<file path="src/shared/rpm_pkg.sv">
// Purpose: Shared constants and types for the reset and power mode controller.
// Assumes: One 10 MHz clock; all pins pass a two-stage synchroniser first.
// Notes: How the block behaves is summarised below.
// How it works
// [RL1] Power-fail pin drives the first core interrupt, which outranks the second.
// [RL2] Battery power-up reset covers only the real-time clock and system wake-up logic.
// [RL3] Standby power-up reset ends only with standby present and the PLL settled.
// [RL4] Program flash must be ready before the standby power-up reset ends; here it ends on standby and PLL settling alone, with no flash input.
// [RL5] Warm pin, main supply or host-bus reset reset the whole host region.
// [RL6] Software reset write resets configuration, devices and bridge, not the host interface.
// [RL7] Controller domain resets on warm reset, standby power-up or watchdog.
// [RL8] Either core or external watchdog time-out makes a watchdog reset.
// [RL9] A bad key written to the external watchdog forces a controller reset.
// [RL10] The cause of the latest controller reset is kept for firmware to read.
// [RL11] Host-bus reset comes from one of two pins and shares the second interrupt.
// [RL12] Controller clock comes from the PLL and is divided by a select register.
// [RL13] After reset the divider selects 5 MHz; firmware later selects 10 MHz.
// [RL14] Host domain runs on the host bus clock; RTC runs at 32.768 KHz.
// [RL15] Normal mode follows standby present and reset done; core runs on controller clock.
// [RL16] Idle stops instruction fetch; core timers and core watchdog keep running.
// [RL17] Idle ends on controller interrupt, core timer interrupt, watchdog or hardware reset.
// [RL18] Doze and sleep stop the core clock and core timers.
// [RL19] Doze and sleep wake only on an enabled external interrupt or hardware reset.
// [RL20] Power-down enters sleep with PLL stopped if PLL stop is set, else doze.
// [RL21] Waking from sleep waits for the restarted PLL to settle again.
// [RL22] Firmware enables only wanted interrupt and wake-up channels before power-down.
// [RL23] On wake-up the core runs the interrupt routine, then resumes.
// [RL24] The routine is skipped if skip was set before and the interrupt dropped.
// [RL25] Resets assert at once from any source and release on the clock.
package rpm_pkg;

  // ==========================================================================
  // Pin synchroniser layout
  localparam int unsigned PIN_BAT = 0;
  localparam int unsigned PIN_STBY = 1;
  localparam int unsigned PIN_MAIN = 2;
  localparam int unsigned PIN_WARM = 3;
  localparam int unsigned PIN_HRA = 4;
  localparam int unsigned PIN_HRB = 5;
  localparam int unsigned PIN_PFAIL = 6;
  localparam int unsigned PIN_ALT = 7;
  localparam int unsigned PIN_W = 8;
  localparam logic [7:0] PIN_SYNC_RST = 8'hF8;

  // ==========================================================================
  // Timing
  localparam int unsigned CLK_MHZ = 10;
  localparam int unsigned PLL_SETTLE_US = 1000;
  localparam int unsigned PLL_SETTLE_CYC = PLL_SETTLE_US * CLK_MHZ;
  localparam int unsigned RST_STAGES = 2;

  // ==========================================================================
  // Clock divider select codes
  localparam logic [1:0] DIV_BY1 = 2'h0;
  localparam logic [1:0] DIV_BY2 = 2'h1;
  localparam logic [1:0] DIV_RESET = DIV_BY2;

  // ==========================================================================
  // External watchdog key; the value is arbitrary.
  localparam logic [7:0] EXT_WDT_KEY = 8'h5C;

  // ==========================================================================
  // Reset causes and power modes
  localparam logic [2:0] CAUSE_NONE = 3'h0;
  localparam logic [2:0] CAUSE_POWERUP = 3'h1;
  localparam logic [2:0] CAUSE_WARM = 3'h2;
  localparam logic [2:0] CAUSE_WDT_EXT = 3'h3;
  localparam logic [2:0] CAUSE_WDT_CORE = 3'h4;

  typedef enum logic [2:0] {
    MODE_RESET = 3'b000,
    MODE_NORMAL = 3'b001,
    MODE_IDLE = 3'b010,
    MODE_DOZE = 3'b011,
    MODE_SLEEP = 3'b100,
    MODE_RELOCK = 3'b101
  } mode_e;

endpackage

</file>
<file path="src/rtl/reset_release_sync.sv">
// Purpose: One reset type: asserts at once, releases after a clocked delay.
// Assumes: The source is already on this clock.
// Notes: Output is low for at least STAGES cycles after any source pulse.
`timescale 1ns/1ps
module reset_release_sync #(
  parameter int unsigned STAGES = rpm_pkg::RST_STAGES
) (
  // Clock and reset
  input wire logic clk,
  input wire logic rst_n,
  // Reset request, active high
  input wire logic src,
  // Reset out, active low
  output logic rst_out_n
);

  logic [STAGES-1:0] sh_r;

  always_ff @(posedge clk) begin
    if (!rst_n || src) begin
      sh_r <= '0;
    end else begin
      sh_r <= {sh_r[STAGES-2:0], 1'b1};
    end
  end

  // The source gates the output directly so assertion needs no clock edge.
  assign rst_out_n = sh_r[STAGES-1] && !src; // RL25

endmodule

</file>
<file path="src/rtl/ctrl_clock_divider.sv">
// Purpose: Divides the controller clock into an enable tick.
// Assumes: The select register is written by firmware through a strobe.
// Notes: The select resets to divide by two.
`timescale 1ns/1ps
module ctrl_clock_divider (
  // Clock and reset
  input wire logic clk,
  input wire logic rst_n,
  // Select write
  input wire logic sel_write,
  input wire logic [1:0] sel_data,
  // Tick and current select
  output logic tick,
  output logic [1:0] sel
);

  logic [1:0] sel_r;
  logic [2:0] cnt_r;
  logic tick_r;

  // Last count of a period for a given select.
  function automatic logic [2:0] div_last(input logic [1:0] s);
    div_last = 3'((4'h1 << s) - 4'h1);
  endfunction

  always_ff @(posedge clk) begin
    if (!rst_n) begin
      sel_r <= rpm_pkg::DIV_RESET; // RL13
    end else if (sel_write) begin
      sel_r <= sel_data; // RL12
    end
  end

  always_ff @(posedge clk) begin
    if (!rst_n || sel_write || cnt_r >= div_last(sel_r)) begin
      cnt_r <= 3'h0;
    end else begin
      cnt_r <= cnt_r + 3'h1;
    end
  end

  always_ff @(posedge clk) begin
    if (!rst_n) begin
      tick_r <= 1'b0;
    end else begin
      tick_r <= (cnt_r >= div_last(sel_r)); // RL12
    end
  end

  assign tick = tick_r;
  assign sel = sel_r;

endmodule

</file>
<file path="src/rtl/reset_and_power_mode_control.sv">
// Purpose: Builds every reset type and runs the core power modes.
// Assumes: Pins are asynchronous; firmware strobes are on clk.
// Notes: Clocks are not gated here; run and tick outputs serve as enables.
`timescale 1ns/1ps
module reset_and_power_mode_control #(
  parameter int unsigned PLL_SETTLE_CYC = rpm_pkg::PLL_SETTLE_CYC
) (
  // Clock and reset
  input wire logic clk,
  input wire logic rst_n,
  // Supply and reset pins
  input wire logic battery_supply,
  input wire logic standby_supply,
  input wire logic main_supply,
  input wire logic warm_reset_n,
  input wire logic host_bus_reset_a_n,
  input wire logic host_bus_reset_b_n,
  input wire logic host_reset_pin_sel,
  input wire logic host_reset_use,
  // Interrupt pins
  input wire logic power_fail_n,
  input wire logic alt_irq_pin_n,
  // Software and watchdog
  input wire logic superio_soft_reset_write,
  input wire logic core_wdt_timeout,
  input wire logic ext_wdt_timeout,
  input wire logic ext_watchdog_key_enable,
  input wire logic ext_watchdog_key_write,
  input wire logic [7:0] ext_watchdog_key_data,
  // Clock divide select
  input wire logic clock_divide_write,
  input wire logic [1:0] clock_divide_data,
  // Core power control
  input wire logic idle_bit_set,
  input wire logic power_down_bit_set,
  input wire logic pll_stop_ctrl,
  input wire logic skip_isr_on_wake_bit,
  input wire logic interrupt_controller_block_irq,
  input wire logic core_timer_irq,
  // Reset outputs
  output logic battery_region_rst_n,
  output logic host_region_rst_n,
  output logic host_soft_rst_n,
  output logic ctrl_domain_rst_n,
  output logic [2:0] reset_cause_scratch,
  // Core interrupt lines
  output logic core_ext_irq_first_n,
  output logic core_ext_irq_second_n,
  // Clock and mode status
  output logic pll_enable,
  output logic pll_stable,
  output logic ctrl_clk_tick,
  output logic [1:0] clock_divide_select,
  output logic core_clk_en,
  output logic core_fetch_en,
  output logic core_timers_run,
  output logic [2:0] mode_state,
  output logic wake_run_isr,
  output logic wake_skip_isr
);

  localparam int unsigned CW = $clog2(PLL_SETTLE_CYC + 1);
  localparam logic [CW-1:0] PLL_LAST = CW'(PLL_SETTLE_CYC - 1);

  // ==========================================================================
  // Pin synchroniser
  logic [7:0] pin_in;
  logic [7:0] pin_m_r;
  logic [7:0] pin_s_r;

  assign pin_in = {alt_irq_pin_n, power_fail_n, host_bus_reset_b_n, host_bus_reset_a_n,
                   warm_reset_n, main_supply, standby_supply, battery_supply};

  always_ff @(posedge clk) begin
    if (!rst_n) begin
      pin_m_r <= rpm_pkg::PIN_SYNC_RST;
      pin_s_r <= rpm_pkg::PIN_SYNC_RST;
    end else begin
      pin_m_r <= pin_in;
      pin_s_r <= pin_m_r;
    end
  end

  // ==========================================================================
  // Reset sources
  logic warm_act;
  logic host_pin_act;
  logic host_src;
  logic key_bad;
  logic wdog_ext;
  logic wdog_src;
  logic ctrl_src;
  logic stby_done_r;

  assign warm_act = !pin_s_r[rpm_pkg::PIN_WARM];
  assign host_pin_act = host_reset_use &&
    !(host_reset_pin_sel ? pin_s_r[rpm_pkg::PIN_HRB] : pin_s_r[rpm_pkg::PIN_HRA]); // RL11
  assign host_src = warm_act || !pin_s_r[rpm_pkg::PIN_MAIN] || host_pin_act; // RL5
  assign key_bad = ext_watchdog_key_enable && ext_watchdog_key_write &&
    (ext_watchdog_key_data != rpm_pkg::EXT_WDT_KEY); // RL9
  assign wdog_ext = ext_wdt_timeout || key_bad;
  assign wdog_src = core_wdt_timeout || wdog_ext; // RL8
  assign ctrl_src = warm_act || !stby_done_r || wdog_src; // RL7

  reset_release_sync u_bat_rst (
    .clk(clk),
    .rst_n(rst_n),
    .src(!pin_s_r[rpm_pkg::PIN_BAT]), // RL2
    .rst_out_n(battery_region_rst_n)
  );

  reset_release_sync u_host_rst (
    .clk(clk),
    .rst_n(rst_n),
    .src(host_src), // RL5
    .rst_out_n(host_region_rst_n)
  );

  reset_release_sync u_soft_rst (
    .clk(clk),
    .rst_n(rst_n),
    .src(host_src || superio_soft_reset_write), // RL6
    .rst_out_n(host_soft_rst_n)
  );

  reset_release_sync u_ctrl_rst (
    .clk(clk),
    .rst_n(rst_n),
    .src(ctrl_src), // RL7
    .rst_out_n(ctrl_domain_rst_n)
  );

  // ==========================================================================
  // PLL settling and standby power-up
  logic [CW-1:0] pll_cnt_r;
  logic pll_stable_r;
  logic pll_en_r;

  always_ff @(posedge clk) begin
    if (!rst_n || !pll_en_r || !pin_s_r[rpm_pkg::PIN_STBY]) begin
      pll_cnt_r <= '0;
    end else if (pll_cnt_r != PLL_LAST) begin
      pll_cnt_r <= pll_cnt_r + CW'(1);
    end
  end

  always_ff @(posedge clk) begin
    if (!rst_n) begin
      pll_stable_r <= 1'b0;
    end else begin
      pll_stable_r <= pll_en_r && pin_s_r[rpm_pkg::PIN_STBY] && (pll_cnt_r == PLL_LAST);
    end
  end

  // Once done, only loss of standby restarts it; sleep must not re-run it.
  always_ff @(posedge clk) begin
    if (!rst_n || !pin_s_r[rpm_pkg::PIN_STBY]) begin
      stby_done_r <= 1'b0;
    end else if (pll_stable_r) begin
      stby_done_r <= 1'b1; // RL3
    end
  end

  // ==========================================================================
  // Reset cause, kept across controller resets
  logic [2:0] cause_r;

  always_ff @(posedge clk) begin
    if (!rst_n) begin
      cause_r <= rpm_pkg::CAUSE_NONE;
    end else if (!stby_done_r) begin
      cause_r <= rpm_pkg::CAUSE_POWERUP; // RL10
    end else if (warm_act) begin
      cause_r <= rpm_pkg::CAUSE_WARM; // RL10
    end else if (wdog_ext) begin
      cause_r <= rpm_pkg::CAUSE_WDT_EXT; // RL10
    end else if (core_wdt_timeout) begin
      cause_r <= rpm_pkg::CAUSE_WDT_CORE; // RL10
    end
  end

  // ==========================================================================
  // Core interrupt lines
  logic irq1_r;
  logic irq2_r;

  always_ff @(posedge clk) begin
    if (!rst_n) begin
      irq1_r <= 1'b1;
      irq2_r <= 1'b1;
    end else begin
      irq1_r <= pin_s_r[rpm_pkg::PIN_PFAIL]; // RL1
      irq2_r <= !pin_s_r[rpm_pkg::PIN_PFAIL] ||
        (pin_s_r[rpm_pkg::PIN_ALT] && !host_pin_act); // RL1 RL11
    end
  end

  // ==========================================================================
  // Controller clock divider
  ctrl_clock_divider u_div (
    .clk(clk),
    .rst_n(rst_n && ctrl_domain_rst_n),
    .sel_write(clock_divide_write),
    .sel_data(clock_divide_data),
    .tick(ctrl_clk_tick), // RL12
    .sel(clock_divide_select)
  );

  // ==========================================================================
  // Power mode machine
  rpm_pkg::mode_e mode_r;
  rpm_pkg::mode_e mode_nxt;
  logic skip_r;
  logic run_r;
  logic fetch_r;
  logic wake_now;
  logic wake_run_r;
  logic wake_skip_r;

  always_comb begin
    mode_nxt = mode_r;
    unique case (mode_r)
      rpm_pkg::MODE_RESET: begin
        if (stby_done_r) begin
          mode_nxt = rpm_pkg::MODE_NORMAL; // RL15
        end
      end
      rpm_pkg::MODE_NORMAL: begin
        if (power_down_bit_set) begin
          mode_nxt = pll_stop_ctrl ? rpm_pkg::MODE_SLEEP : rpm_pkg::MODE_DOZE; // RL20
        end else if (idle_bit_set) begin
          mode_nxt = rpm_pkg::MODE_IDLE; // RL16
        end
      end
      rpm_pkg::MODE_IDLE: begin
        if (interrupt_controller_block_irq || core_timer_irq) begin
          mode_nxt = rpm_pkg::MODE_NORMAL; // RL17
        end
      end
      rpm_pkg::MODE_DOZE: begin
        if (interrupt_controller_block_irq) begin
          mode_nxt = rpm_pkg::MODE_NORMAL; // RL19
        end
      end
      rpm_pkg::MODE_SLEEP: begin
        if (interrupt_controller_block_irq) begin
          mode_nxt = rpm_pkg::MODE_RELOCK; // RL19
        end
      end
      rpm_pkg::MODE_RELOCK: begin
        if (pll_stable_r) begin
          mode_nxt = rpm_pkg::MODE_NORMAL; // RL21
        end
      end
      default: begin
        mode_nxt = rpm_pkg::MODE_RESET;
      end
    endcase
  end

  // Watchdog and hardware resets leave every mode through the domain reset.
  always_ff @(posedge clk) begin
    if (!rst_n || !ctrl_domain_rst_n) begin
      mode_r <= rpm_pkg::MODE_RESET; // RL17
    end else begin
      mode_r <= mode_nxt;
    end
  end

  always_ff @(posedge clk) begin
    if (!rst_n || !ctrl_domain_rst_n) begin
      pll_en_r <= 1'b1;
      run_r <= 1'b0;
      fetch_r <= 1'b0;
    end else begin
      pll_en_r <= (mode_nxt != rpm_pkg::MODE_SLEEP); // RL20
      run_r <= (mode_nxt == rpm_pkg::MODE_NORMAL) || (mode_nxt == rpm_pkg::MODE_IDLE); // RL18
      fetch_r <= (mode_nxt == rpm_pkg::MODE_NORMAL); // RL15 RL16
    end
  end

  always_ff @(posedge clk) begin
    if (!rst_n || !ctrl_domain_rst_n) begin
      skip_r <= 1'b0;
    end else if (mode_r == rpm_pkg::MODE_NORMAL && (power_down_bit_set || idle_bit_set)) begin
      skip_r <= skip_isr_on_wake_bit; // RL24
    end
  end

  assign wake_now = (mode_r != rpm_pkg::MODE_RESET) && (mode_r != rpm_pkg::MODE_NORMAL) &&
    (mode_nxt == rpm_pkg::MODE_NORMAL);

  always_ff @(posedge clk) begin
    if (!rst_n || !ctrl_domain_rst_n) begin
      wake_run_r <= 1'b0;
      wake_skip_r <= 1'b0;
    end else begin
      wake_run_r <= wake_now && !(skip_r && !interrupt_controller_block_irq); // RL23
      wake_skip_r <= wake_now && skip_r && !interrupt_controller_block_irq; // RL24
    end
  end

  // ==========================================================================
  // Outputs
  assign reset_cause_scratch = cause_r;
  assign core_ext_irq_first_n = irq1_r;
  assign core_ext_irq_second_n = irq2_r;
  assign pll_enable = pll_en_r;
  assign pll_stable = pll_stable_r;
  assign core_clk_en = run_r;
  assign core_timers_run = run_r;
  assign core_fetch_en = fetch_r;
  assign mode_state = mode_r;
  assign wake_run_isr = wake_run_r;
  assign wake_skip_isr = wake_skip_r;
endmodule

</file>
<file path="config.mk">
export PLATFORM = sky130hd
export DESIGN_NAME = reset_and_power_mode_control
export DESIGN_NICKNAME = d
export VERILOG_FILES = /design/src/shared/rpm_pkg.sv /design/src/rtl/reset_release_sync.sv /design/src/rtl/ctrl_clock_divider.sv /design/src/rtl/reset_and_power_mode_control.sv
export SDC_FILE = /design/constraint.sdc
export NUM_CORES = 1
export LEC_CHECK = 0
export BUFFER_PORTS_ARGS = -buffer_cell sky130_fd_sc_hd__buf_2
export CAP_MARGIN = 20
export CORE_AREA = 5 5 72 74
export CTS_BUF_LIST = sky130_fd_sc_hd__clkbuf_4 sky130_fd_sc_hd__clkbuf_8
export DETAILED_ROUTE_END_ITERATION = 8
export DIE_AREA = 0 0 77 79
export PLACE_DENSITY = 0.79
export SLEW_MARGIN = 20
export SYNTH_ARGS = -nofsm -noshare
export SYNTH_HDL_FRONTEND = slang
export SYNTH_SLANG_ARGS = --single-unit
</file>
<file path="constraint.sdc">
create_clock -name clk -period 1.95 [get_ports clk]
set_input_delay 0.195 -clock clk [delete_from_list [all_inputs] [get_ports clk]]
set_output_delay 0.195 -clock clk [all_outputs]
set_load 0.03 [all_outputs]
</file>
# ---- Word level (Yosys, flattened, before mapping)
# Index checks and enable logic that the tools add are counted.
# Widths: inputs -> output; s select.
dict set report word_totals {
  regBits 60
  in_bits 34
  wordCells 128
}
dict set report classes {
  addsub 3
  n_lt_le_gt_ge 1
  n_eq_ne 14
  n_shift 1
  muxes 18
  bitwise_logic 3
  reduce_logical 60
}
# operator n
set op_table {}
lappend op_table {{$mux 3} 8}
lappend op_table {{$logic_or 1x1->1} 21}
lappend op_table {{$logic_and 1x1->1} 18}
lappend op_table {{$pmux 3 s6} 1}
lappend op_table {{$logic_not 1->1} 17}
lappend op_table {{$add 14x1->14 const B} 1}
lappend op_table {{$eq 14x14->1 const B} 1}
lappend op_table {{$ne 14x14->1 const B} 1}
lappend op_table {{$eq 3x2->1 const B} 3}
lappend op_table {{$ne 8x7->1 const B} 1}
lappend op_table {{$eq 3x1->1 const B} 2}
lappend op_table {{$eq 3x3->1 const B} 2}
lappend op_table {{$mux 1} 6}
lappend op_table {{$mux 2} 3}
lappend op_table {{$ne 4x4->1 const B} 1}
lappend op_table {{$reduce_or 4->1} 1}
lappend op_table {{$add 3x1->3 const B} 1}
lappend op_table {{$ge 3x3->1} 1}
lappend op_table {{$logic_not 3->1} 1}
lappend op_table {{$ne 3x1->1 const B} 1}
lappend op_table {{$ne 3x2->1 const B} 1}
lappend op_table {{$ne 3x3->1 const B} 1}
lappend op_table {{$not 1->1} 3}
lappend op_table {{$reduce_bool 3->1} 1}
lappend op_table {{other kinds (3)} 3}

# ---- Longest topological paths before layout
# Gate-level depths: netlist of the first run.
dict set report logic_depth {
  word_depth 11
  mapped_depth 6
  mapped_depth_nobuf 6
}

# ---- Cells and area by module
# A second synthesis of the first run with hierarchy kept.
dict set report unflattened {
  hier_cells 237
  hier_area_um2 2358.5
}
# module instances cells_each area_per_inst_um2 seq_area_each_um2
set by_module_without_submodules {}
lappend by_module_without_submodules {reset_and_power_mode_control 1 188 1815.5 920.9}
lappend by_module_without_submodules {ctrl_clock_divider 1 29 297.8 120.1}
lappend by_module_without_submodules {reset_release_sync 4 5 61.3 40.0}

# ---- Worst setup path before layout of the first run
# Ideal clock, no wire load.
dict set report synth_timing {
  path_kind {reg-to-reg}
  start {register u_div.sel_r[0] (netlist: u_div.sel[0])}
  end {register u_div.cnt_r[2]}
  t_arrival_ps 1658
  t_required_ps 1862
  path_slack_ps 204
  stages_incl_launch_ff 7
  n_path_buf 0
  period_less_slack_ps 1746
  path_cell_list {dfxtp_1 > or2_2 > ha_1 > nand2b_1 > a21o_1 > a21o_1 > nor4_2}
}
dict set report synth_between {
  elab_chain_len 4
}
# item line_no
set synth_rtl {}
lappend synth_rtl {{start: declaration} ctrl_clock_divider.sv:17} ;# logic [1:0] sel_r;
lappend synth_rtl {{start signal: assignment} ctrl_clock_divider.sv:28} ;# sel_r <= rpm_pkg::DIV_RESET;
lappend synth_rtl {{start signal: assignment} ctrl_clock_divider.sv:30} ;# sel_r <= sel_data;
lappend synth_rtl {{$shl 1x2->3} ctrl_clock_divider.sv:23} ;# div_last = 3'((4'h1 << s) - 4'h1);
lappend synth_rtl {{$sub 3x1->3} ctrl_clock_divider.sv:23}
lappend synth_rtl {{$ge 3x3->1} ctrl_clock_divider.sv:35} ;# if (!rst_n || sel_write || cnt_r >= div_last(sel_r)) begin
lappend synth_rtl {{$logic_or 1x1->1} ctrl_clock_divider.sv:35}
lappend synth_rtl {{end signal: assignment} ctrl_clock_divider.sv:38} ;# cnt_r <= cnt_r + 3'h1;
lappend synth_rtl {{end: declaration} ctrl_clock_divider.sv:18} ;# logic [2:0] cnt_r;
# No other way between the ends.
# A chain may end at the register's enable or synchronous reset.

# ---- Final worst setup path of the first run
# Ends and elaborated chain as after synthesis.

==> key figures, run 1 <==
Floorplan
  – Starting Density: 51.4%
  – Row count: 25
  – Core area: 4540 µm²
  – Die Ht: 79 µm
  – Die ar.: 6080 µm²
  – Die W: 77 µm
  – Ports: 56

Worst hold path
  – Endpoint, Worst Hold: pin_m_r[3]
  – Hold Path Depth: 2
  – Type of the tightest min-delay check: input pin to flip-flop
  – HP Start: warm_reset_n

Critical path
  – Setup CP Type: flip-flop to flip-flop
  – Crit path DAT: 1.94 ns
  – CP max-delay cell: dfxtp_1
  – R2r worst-path depth: 6
  – Startpoint Class: flip-flop
  – Cell family with most CP delay: simple AND/OR/NAND/NOR gates
  – Critical path, cell by cell: or2_2, ha_1, nand2b_1, a21o_1, a21o_1, nor4_2
  – Worst path max stage delay: 0.33 ns
  – WP buf/inv: 0
  – Critical Path Fanout Max: 4
  – Worst Setup End Kind: flip-flop
  – Start of the worst register-to-register path: u_div.sel[0]
  – Reg2reg setup slack: 0.25 ns
  – Crit path top cell by count: a21o_1
  – Reg-to-reg critical path endpoint: u_div.cnt_r[2]
  – Worst EP required: 2.19 ns

Route
  – Via count: 1713
  – Max layer used: met5
  – Detailed Routing Iterations Pass 1: 4
  – Vias/cell: 4.89
  – Routed Antenna Nets: 0
  – Met3 Routed Length: 310 µm
  – Total Wirelength: 4230 µm
  – Drt wl/cell: 12.1 µm
  – DRC Markers: 0
  – Met1 wire length: 1840 µm
  – Met2 routed WL: 1980 µm
  – 1st-iter DRT viols: 60

Clocking
  – Clk buf depth: 2
  – TritonCTS clock tree: done
  – Clock insertion delay at the later pin of the skew report: 0.33 ns
  – Clk root buf: clkbuf_8
  – Post-CTS Hold Buffers: 0
  – H-tree levels: 3
  – Num CTS Buffers: 9
  – Clock sink total: 60
  – Worst-path clk slew: 0.06 ns
  – Setup bufs post-CTS: 0
  – Gates resized, CTS repair: 0

GRT
  – Gr usage total: 15.1%
  – First-pass GRT wire length: 7260 µm
  – Largest net degree at the start of global routing: 27
  – Grt ovf: 0
  – Initial antenna violation count: 1
  – Vias in the first global route: 1688

STA
  – Post-route minimum period: 1.70 ns
  – Clock skew: 0.00710 ns
  – RSZ-0062 raised after global routing: no
  – Final worst-path cycle share: 87.2%
  – Final max-slew violation count: 0
  – Slew headroom: 71.7%
  – Setup_tns: 0 ns
  – Slew @ Worst Pin: 0.424 ns
  – Final Hold Fails: 0
  – Final setup vio count: 0
  – Highest Clock Rate: 588 MHz

Power
  – Leakage: 1.27 nW
  – Sequential share of power: 52.9%
  – Power share of the clock group: 43.0%
  – Switching power: 0.000471 W
  – Maximum VDD drop: 0.618 mV
  – Net Sw Frac: 19.9%
  – Pwr/cell area: 831 nW/µm²
  – Int Pwr: 0.00190 W
  – Comb power frac: 4.1%

Layout
  – Layout cells sized above 1: 27.7%
  – Finished Cell Area: 2850 µm²
  – # diodes: 0
  – Fin util: 62.8%
  – Nets: 332
  – Area Overhead vs Synth: 22.2%
  – Layout fillers: 363

Synth
  – Syn nets: 268
  – Seq cells post-synth: 60
  – FFs w/ async S/R, synth: 0%
  – Cell Area, Synth: 2330 µm²
  – Primary FF master, synth: dfxtp_1
  – Yosys warnings: 0
  – Sequential fraction of the synthesis area: 51.6%
  – Post-synth cell types: 44
  – Syn avg cell area: 10.2 µm²
  – Synth Instances: 229
  – Post-synth EDFFs: 0

Run status
  – Outcome: finished clean

Placement
  – IO Port Bufs: 55
  – RD Place Congestion: 0.800
  – Cell area after placement: 2670 µm²
  – DP HPWL: 3120 µm

Flow run
  – Number of max-cap violations: 0
[power groups by stage]
stage                     Clock, W  Combinational [W]  Sequential [W]
final                      0.00102          0.0000965         0.00125
after global routing       0.00109           0.000109         0.00125
after CTS                  0.00105          0.0000980         0.00125
after detailed placement         0          0.0000973         0.00128
after global placement           0          0.0000959         0.00128
after floorplan                  0          0.0000429         0.00128
[Yosys cell counts (2+ instances only)]
library cell  instances  area [µm²]
mux2i_1               5        50.1
nand2_1              15        56.3
nor3_1                3        15.0
nand3_1               7        35.0
nor4_2                2        25.0
o21ai_0               3        15.0
nor3b_1               2        15.0
clkbuf_1              3        11.3
and2_1               14        87.6
xor2_1                7        61.3
xnor2_1               6        52.6
a21o_1                2        15.0
or2b_1                5        37.5
dfxtp_1              60        1200
nand2b_1             14        87.6
inv_1                 5        18.8
and3_1                9        56.3
nor4_1                2        12.5
nor2b_1               7        43.8
and4_1                3        26.3
nor4b_1               2        17.5
ha_1                  5        62.6
nor2_1               24        90.1
a21oi_1               4        20.0
[cells by family after synthesis]
group / share of synthesized area [%]
flip-flops: 51.6
multiplexers: 2.15
AO/OA/AOI/OAI: 4.67
XOR/XNOR: 4.89
AND/OR/NAND/NOR: 32.4
adder cells (fa/ha/maj): 2.69
buffers and inverters: 1.61
[final cells by class]
type | count | area (µm²) | share of cell area (%)
Clock buffer | 11 | 139 | 4.88
Inverter | 5 | 18.8 | 0.659
Sequential cell | 60 | 1200 | 42.2
Timing Repair Buffer | 57 | 290 | 10.2
Multi-Input combinational cell | 160 | 1090 | 38.3
Clock inverter | 3 | 40.0 | 1.41
Tap cell | 54 | 67.6 | 2.37
[flip-flops by register name, summed over array words and instances, names as in the netlist, 2 cells and up]
register and flops:
pin_m_r 8, u_host_rst.sh_r 2, pll_cnt_r 14, u_div.sel 2, mode_state 3, u_div.cnt_r 3
pin_s_r 8, u_bat_rst.sh_r 2, reset_cause_scratch 3, u_ctrl_rst.sh_r 2, u_soft_rst.sh_r 2
[worst register-to-register path, delay by kind of cell, from the launching register on]
family	cells	cell delay, ns
simple gates	3	0.63
flops	1	0.33
fa+ha+maj	1	0.26
compound gates	2	0.39
[cells in the final DEF (no fill, tap or decap), drive strengths merged, types with 6 or more instances in the layout]
master  count
and2       14
and3        9
buf        57
clkbuf     11
dfxtp      60
nand2      15
nand2b     14
nand3       8
nor2       24
nor2b       8
xnor2       6
xor2        7
[per-layer routing]
layer  global-route usage, %  up-vias
met2                    24.6       36
met4                    9.79        2
met5                       0        -
met3                    5.90       10
li1                        -      902
met1                    16.3      763
[stage by stage]
| step | setup WS, ns | instances | power (W) | hold WS (ns) |
|---|---|---|---|---|
| after global placement | 0.309 | 336 | 0.00137 | 0.376 |
| after global routing | 0.114 | 350 | 0.00246 | 0.0446 |
| after floorplan | 0.204 | 229 | 0.00133 | 0.266 |
| after CTS | 0.237 | 350 | 0.00240 | 0.0351 |
| final | 0.250 | 350 | 0.00237 | 0.0472 |
| after detailed placement | 0.267 | 336 | 0.00138 | 0.380 |
[worst max-delay path by stage]
stage	slack, ns	cells after the start	endpoint	startpoint
2_1_floorplan	0.20	6	u_div.cnt_r[2]	u_div.sel[0]
3_3_place_gp	0.31	6	u_div.cnt_r[2]	u_div.sel[0]
5_1_grt	0.11	6	u_div.cnt_r[2]	u_div.sel[0]
6_report	0.25	6	u_div.cnt_r[2]	u_div.sel[0]
4_1_cts	0.24	6	u_div.cnt_r[2]	u_div.sel[0]
3_5_place_dp	0.27	6	u_div.cnt_r[2]	u_div.sel[0]
No activity file was read; power rests on OpenSTA's default activity.
==> inputs of run 2 (changes only) <==
--- a/config.mk
+++ b/config.mk
@@ -11,7 +11,7 @@
 export CTS_BUF_LIST = sky130_fd_sc_hd__clkbuf_4 sky130_fd_sc_hd__clkbuf_8
 export DETAILED_ROUTE_END_ITERATION = 8
 export DIE_AREA = 0 0 77 79
-export PLACE_DENSITY = 0.79
+export PLACE_DENSITY = 0.91
 export SLEW_MARGIN = 20
 export SYNTH_ARGS = -nofsm -noshare
 export SYNTH_HDL_FRONTEND = slang
==> run 2 against run 1 <==
Register-to-register slack about the same; total power increased by 9.0%; routed wire length grew 3.9%; combinational power grew 1%.
==> key figures, run 2 (synthesis results as in run 1) <==
Clocking
  – H-tree levels: 3 (unchanged)
  – Num CTS Buffers: 9 (unchanged)
  – Clock insertion delay at the later pin of the skew report: 0.33 ns (about the same)
  – Gates resized, CTS repair: 0 (unchanged)
  – Setup bufs post-CTS: 0 (unchanged)
  – TritonCTS clock tree: done
  – Worst-path clk slew: 0.06 ns (about the same)
  – Clock sink total: 60 (unchanged)
  – Clk root buf: clkbuf_8
  – Clk buf depth: 2 (unchanged)
  – Post-CTS Hold Buffers: 0 (unchanged)

STA
  – Final worst-path cycle share: 86.8% (-0.35 points)
  – Setup_tns: 0 ns (unchanged)
  – Final max-slew violation count: 0 (unchanged)
  – Hold_ws: 0.0368 ns (-0.0103 ns)
  – Final Hold Fails: 0 (unchanged)
  – Highest Clock Rate: 591 MHz (+0.40%)
  – Post-route minimum period: 1.69 ns (-0.00681 ns)
  – Slew @ Worst Pin: 0.484 ns (+0.0604 ns)
  – Final setup vio count: 0 (unchanged)
  – Clock skew: 0.00550 ns (-0.00160 ns)
  – RSZ-0062 raised after global routing: no
  – Slew headroom: 67.6% (-4.0 points)

Layout
  – Most frequent cells in the layout: dfxtp_1, buf_2, nor2_1, nand2_1
  – # diodes: 0 (unchanged)
  – Finished Cell Area: 2890 µm² (+1.6%)
  – Area Overhead vs Synth: 24.2%
  – Layout cells sized above 1: 28.2% (+0.49 points)
  – Layout fillers: 371 (+2.2%)
  – Max reg flops: 14 (unchanged)
  – Top flop regs: pll_cnt_r x14, pin_m_r x8, pin_s_r x8
  – Most common cell after layout, fill and taps aside: dfxtp_1
  – Fin util: 63.8% (+1.0 points)
  – Biggest register: pll_cnt_r
  – Nets: 332 (unchanged)
  – Count of non-filler cells in the finished layout: 352 (+0.57%)

GRT
  – Gr usage total: 15.4% (+0.31 points)
  – First-pass GRT wire length: 7480 µm (+3.0%)
  – Grt ovf: 0 (unchanged)
  – Initial antenna violation count: 0 (-1)
  – Largest net degree at the start of global routing: 27 (unchanged)
  – Vias in the first global route: 1712 (+1.4%)

Power
  – Leakage: 1.29 nW (+1.4%)
  – Maximum VDD drop: 0.503 mV (-19%)
  – Pwr/cell area: 892 nW/µm² (+7.3%)

Route
  – Routed Antenna Nets: 0 (unchanged)
  – Vias/cell: 5.00 (+2.1%)
  – Via count: 1759 (+2.7%)
  – Detailed Routing Iterations Pass 1: 4 (unchanged)
  – 1st-iter DRT viols: 69 (+15%)
  – DRC Markers: 0 (unchanged)
  – Total Wirelength: 4390 µm (+3.9%)
  – Drt wl/cell: 12.5 µm (+3.3%)

Critical path
  – Critical path, cell by cell: or2_2, ha_1, nand2b_1, a21o_1, a21o_1, nor4_2
  – Worst EP required: 2.20 ns (about the same)
  – Crit path launch: u_div.sel[0]
  – Worst path max stage delay: 0.33 ns (about the same)
  – Startpoint Class: flip-flop
  – Setup CP Type: flip-flop to flip-flop
  – Reg2reg setup slack: 0.26 ns (about the same)
  – Start of the worst register-to-register path: u_div.sel[0]
  – Critical Path Fanout Max: 4 (unchanged)
  – Crit path top cell by count: a21o_1
  – Crit. path cell count: 6 (unchanged)
  – R2r worst-path depth: 6 (unchanged)
  – Cell family with most CP delay: simple AND/OR/NAND/NOR gates
  – WP buf/inv: 0 (unchanged)
  – Crit path DAT: 1.94 ns (about the same)
  – Worst Setup End Kind: flip-flop
  – Worst setup endpoint: u_div.cnt_r[2]
  – CP max-delay cell: dfxtp_1
  – Reg-to-reg critical path endpoint: u_div.cnt_r[2]

Placement
  – Cell area after placement: 2670 µm² (unchanged)
  – IO Port Bufs: 55 (unchanged)
  – DP HPWL: 3270 µm (+4.9%)
  – RD Place Congestion: 0.848 (+6.0%)
  – DP Cell Count: 336 (unchanged)

Floorplan
  – Ports: 56 (unchanged)
  – Die Ht: 79 µm (unchanged)
  – Die ar.: 6080 µm² (unchanged)
  – Starting Density: 51.4% (unchanged)
  – Row count: 25 (unchanged)
  – Die W: 77 µm (unchanged)
  – Core area: 4540 µm² (unchanged)

Flow run
  – Number of max-cap violations: 0 (unchanged)

Worst hold path
  – Type of the tightest min-delay check: input pin to flip-flop
  – HP Start: superio_soft_reset_write

Run status
  – Outcome: finished clean
## run 2: where the power goes
group / total [W] / internal [W] / switching (W)
registers: 0.00125 / 0.00125 / 0.00000597
logic: 0.0000979 / 0.0000513 / 0.0000465
clock network: 0.00123 / 0.000781 / 0.000451
## run 2: layer usage
layer  vias up  global-route usage (%)  wire (µm)
met2        57                    25.7       2100
li1        904                       -          -
met3         8                    7.03        362
met1       790                    16.8       1850
met4         0                    6.70         78
met5         -                       0          0
## run 2: through the flow
step	power (W)	setup slack, ns
after floorplan	0.00133	0.204
after global placement	0.00137	0.313
after detailed placement	0.00138	0.260
after CTS	0.00261	0.246
after global routing	0.00268	0.164
final	0.00258	0.257
## run 2: how the worst min path moves through the flow
stage	end	slack, ns	cells after the start
global placement	pin_m_r[4]	0.38	2
global route	u_soft_rst.sh_r[1]	0.03	2
CTS	pin_m_r[3]	0.02	2
finish	u_soft_rst.sh_r[0]	0.04	2
detailed placement	pin_m_r[3]	0.38	2
floorplan	u_div.cnt_r[2]	0.27	1
## run 2: final cells by class
| type | count | area, µm² | area share [%] |
|---|---|---|---|
| sequential | 60 | 1200 | 41.5 |
| multi-input combinational | 160 | 1090 | 37.7 |
| timing repair buffer | 57 | 290 | 10.0 |
| clock buffer | 12 | 153 | 5.27 |
| clock inverter | 4 | 72.6 | 2.51 |
| tap | 54 | 67.6 | 2.33 |
| inverter | 5 | 18.8 | 0.649 |
## run 2: worst reg2reg max path: cells and delay by family (launching register included)
kind            cells  cell delay [ns]
fa+ha+maj           1             0.26
simple gates        3             0.64
flops               1             0.33
compound gates      2             0.38
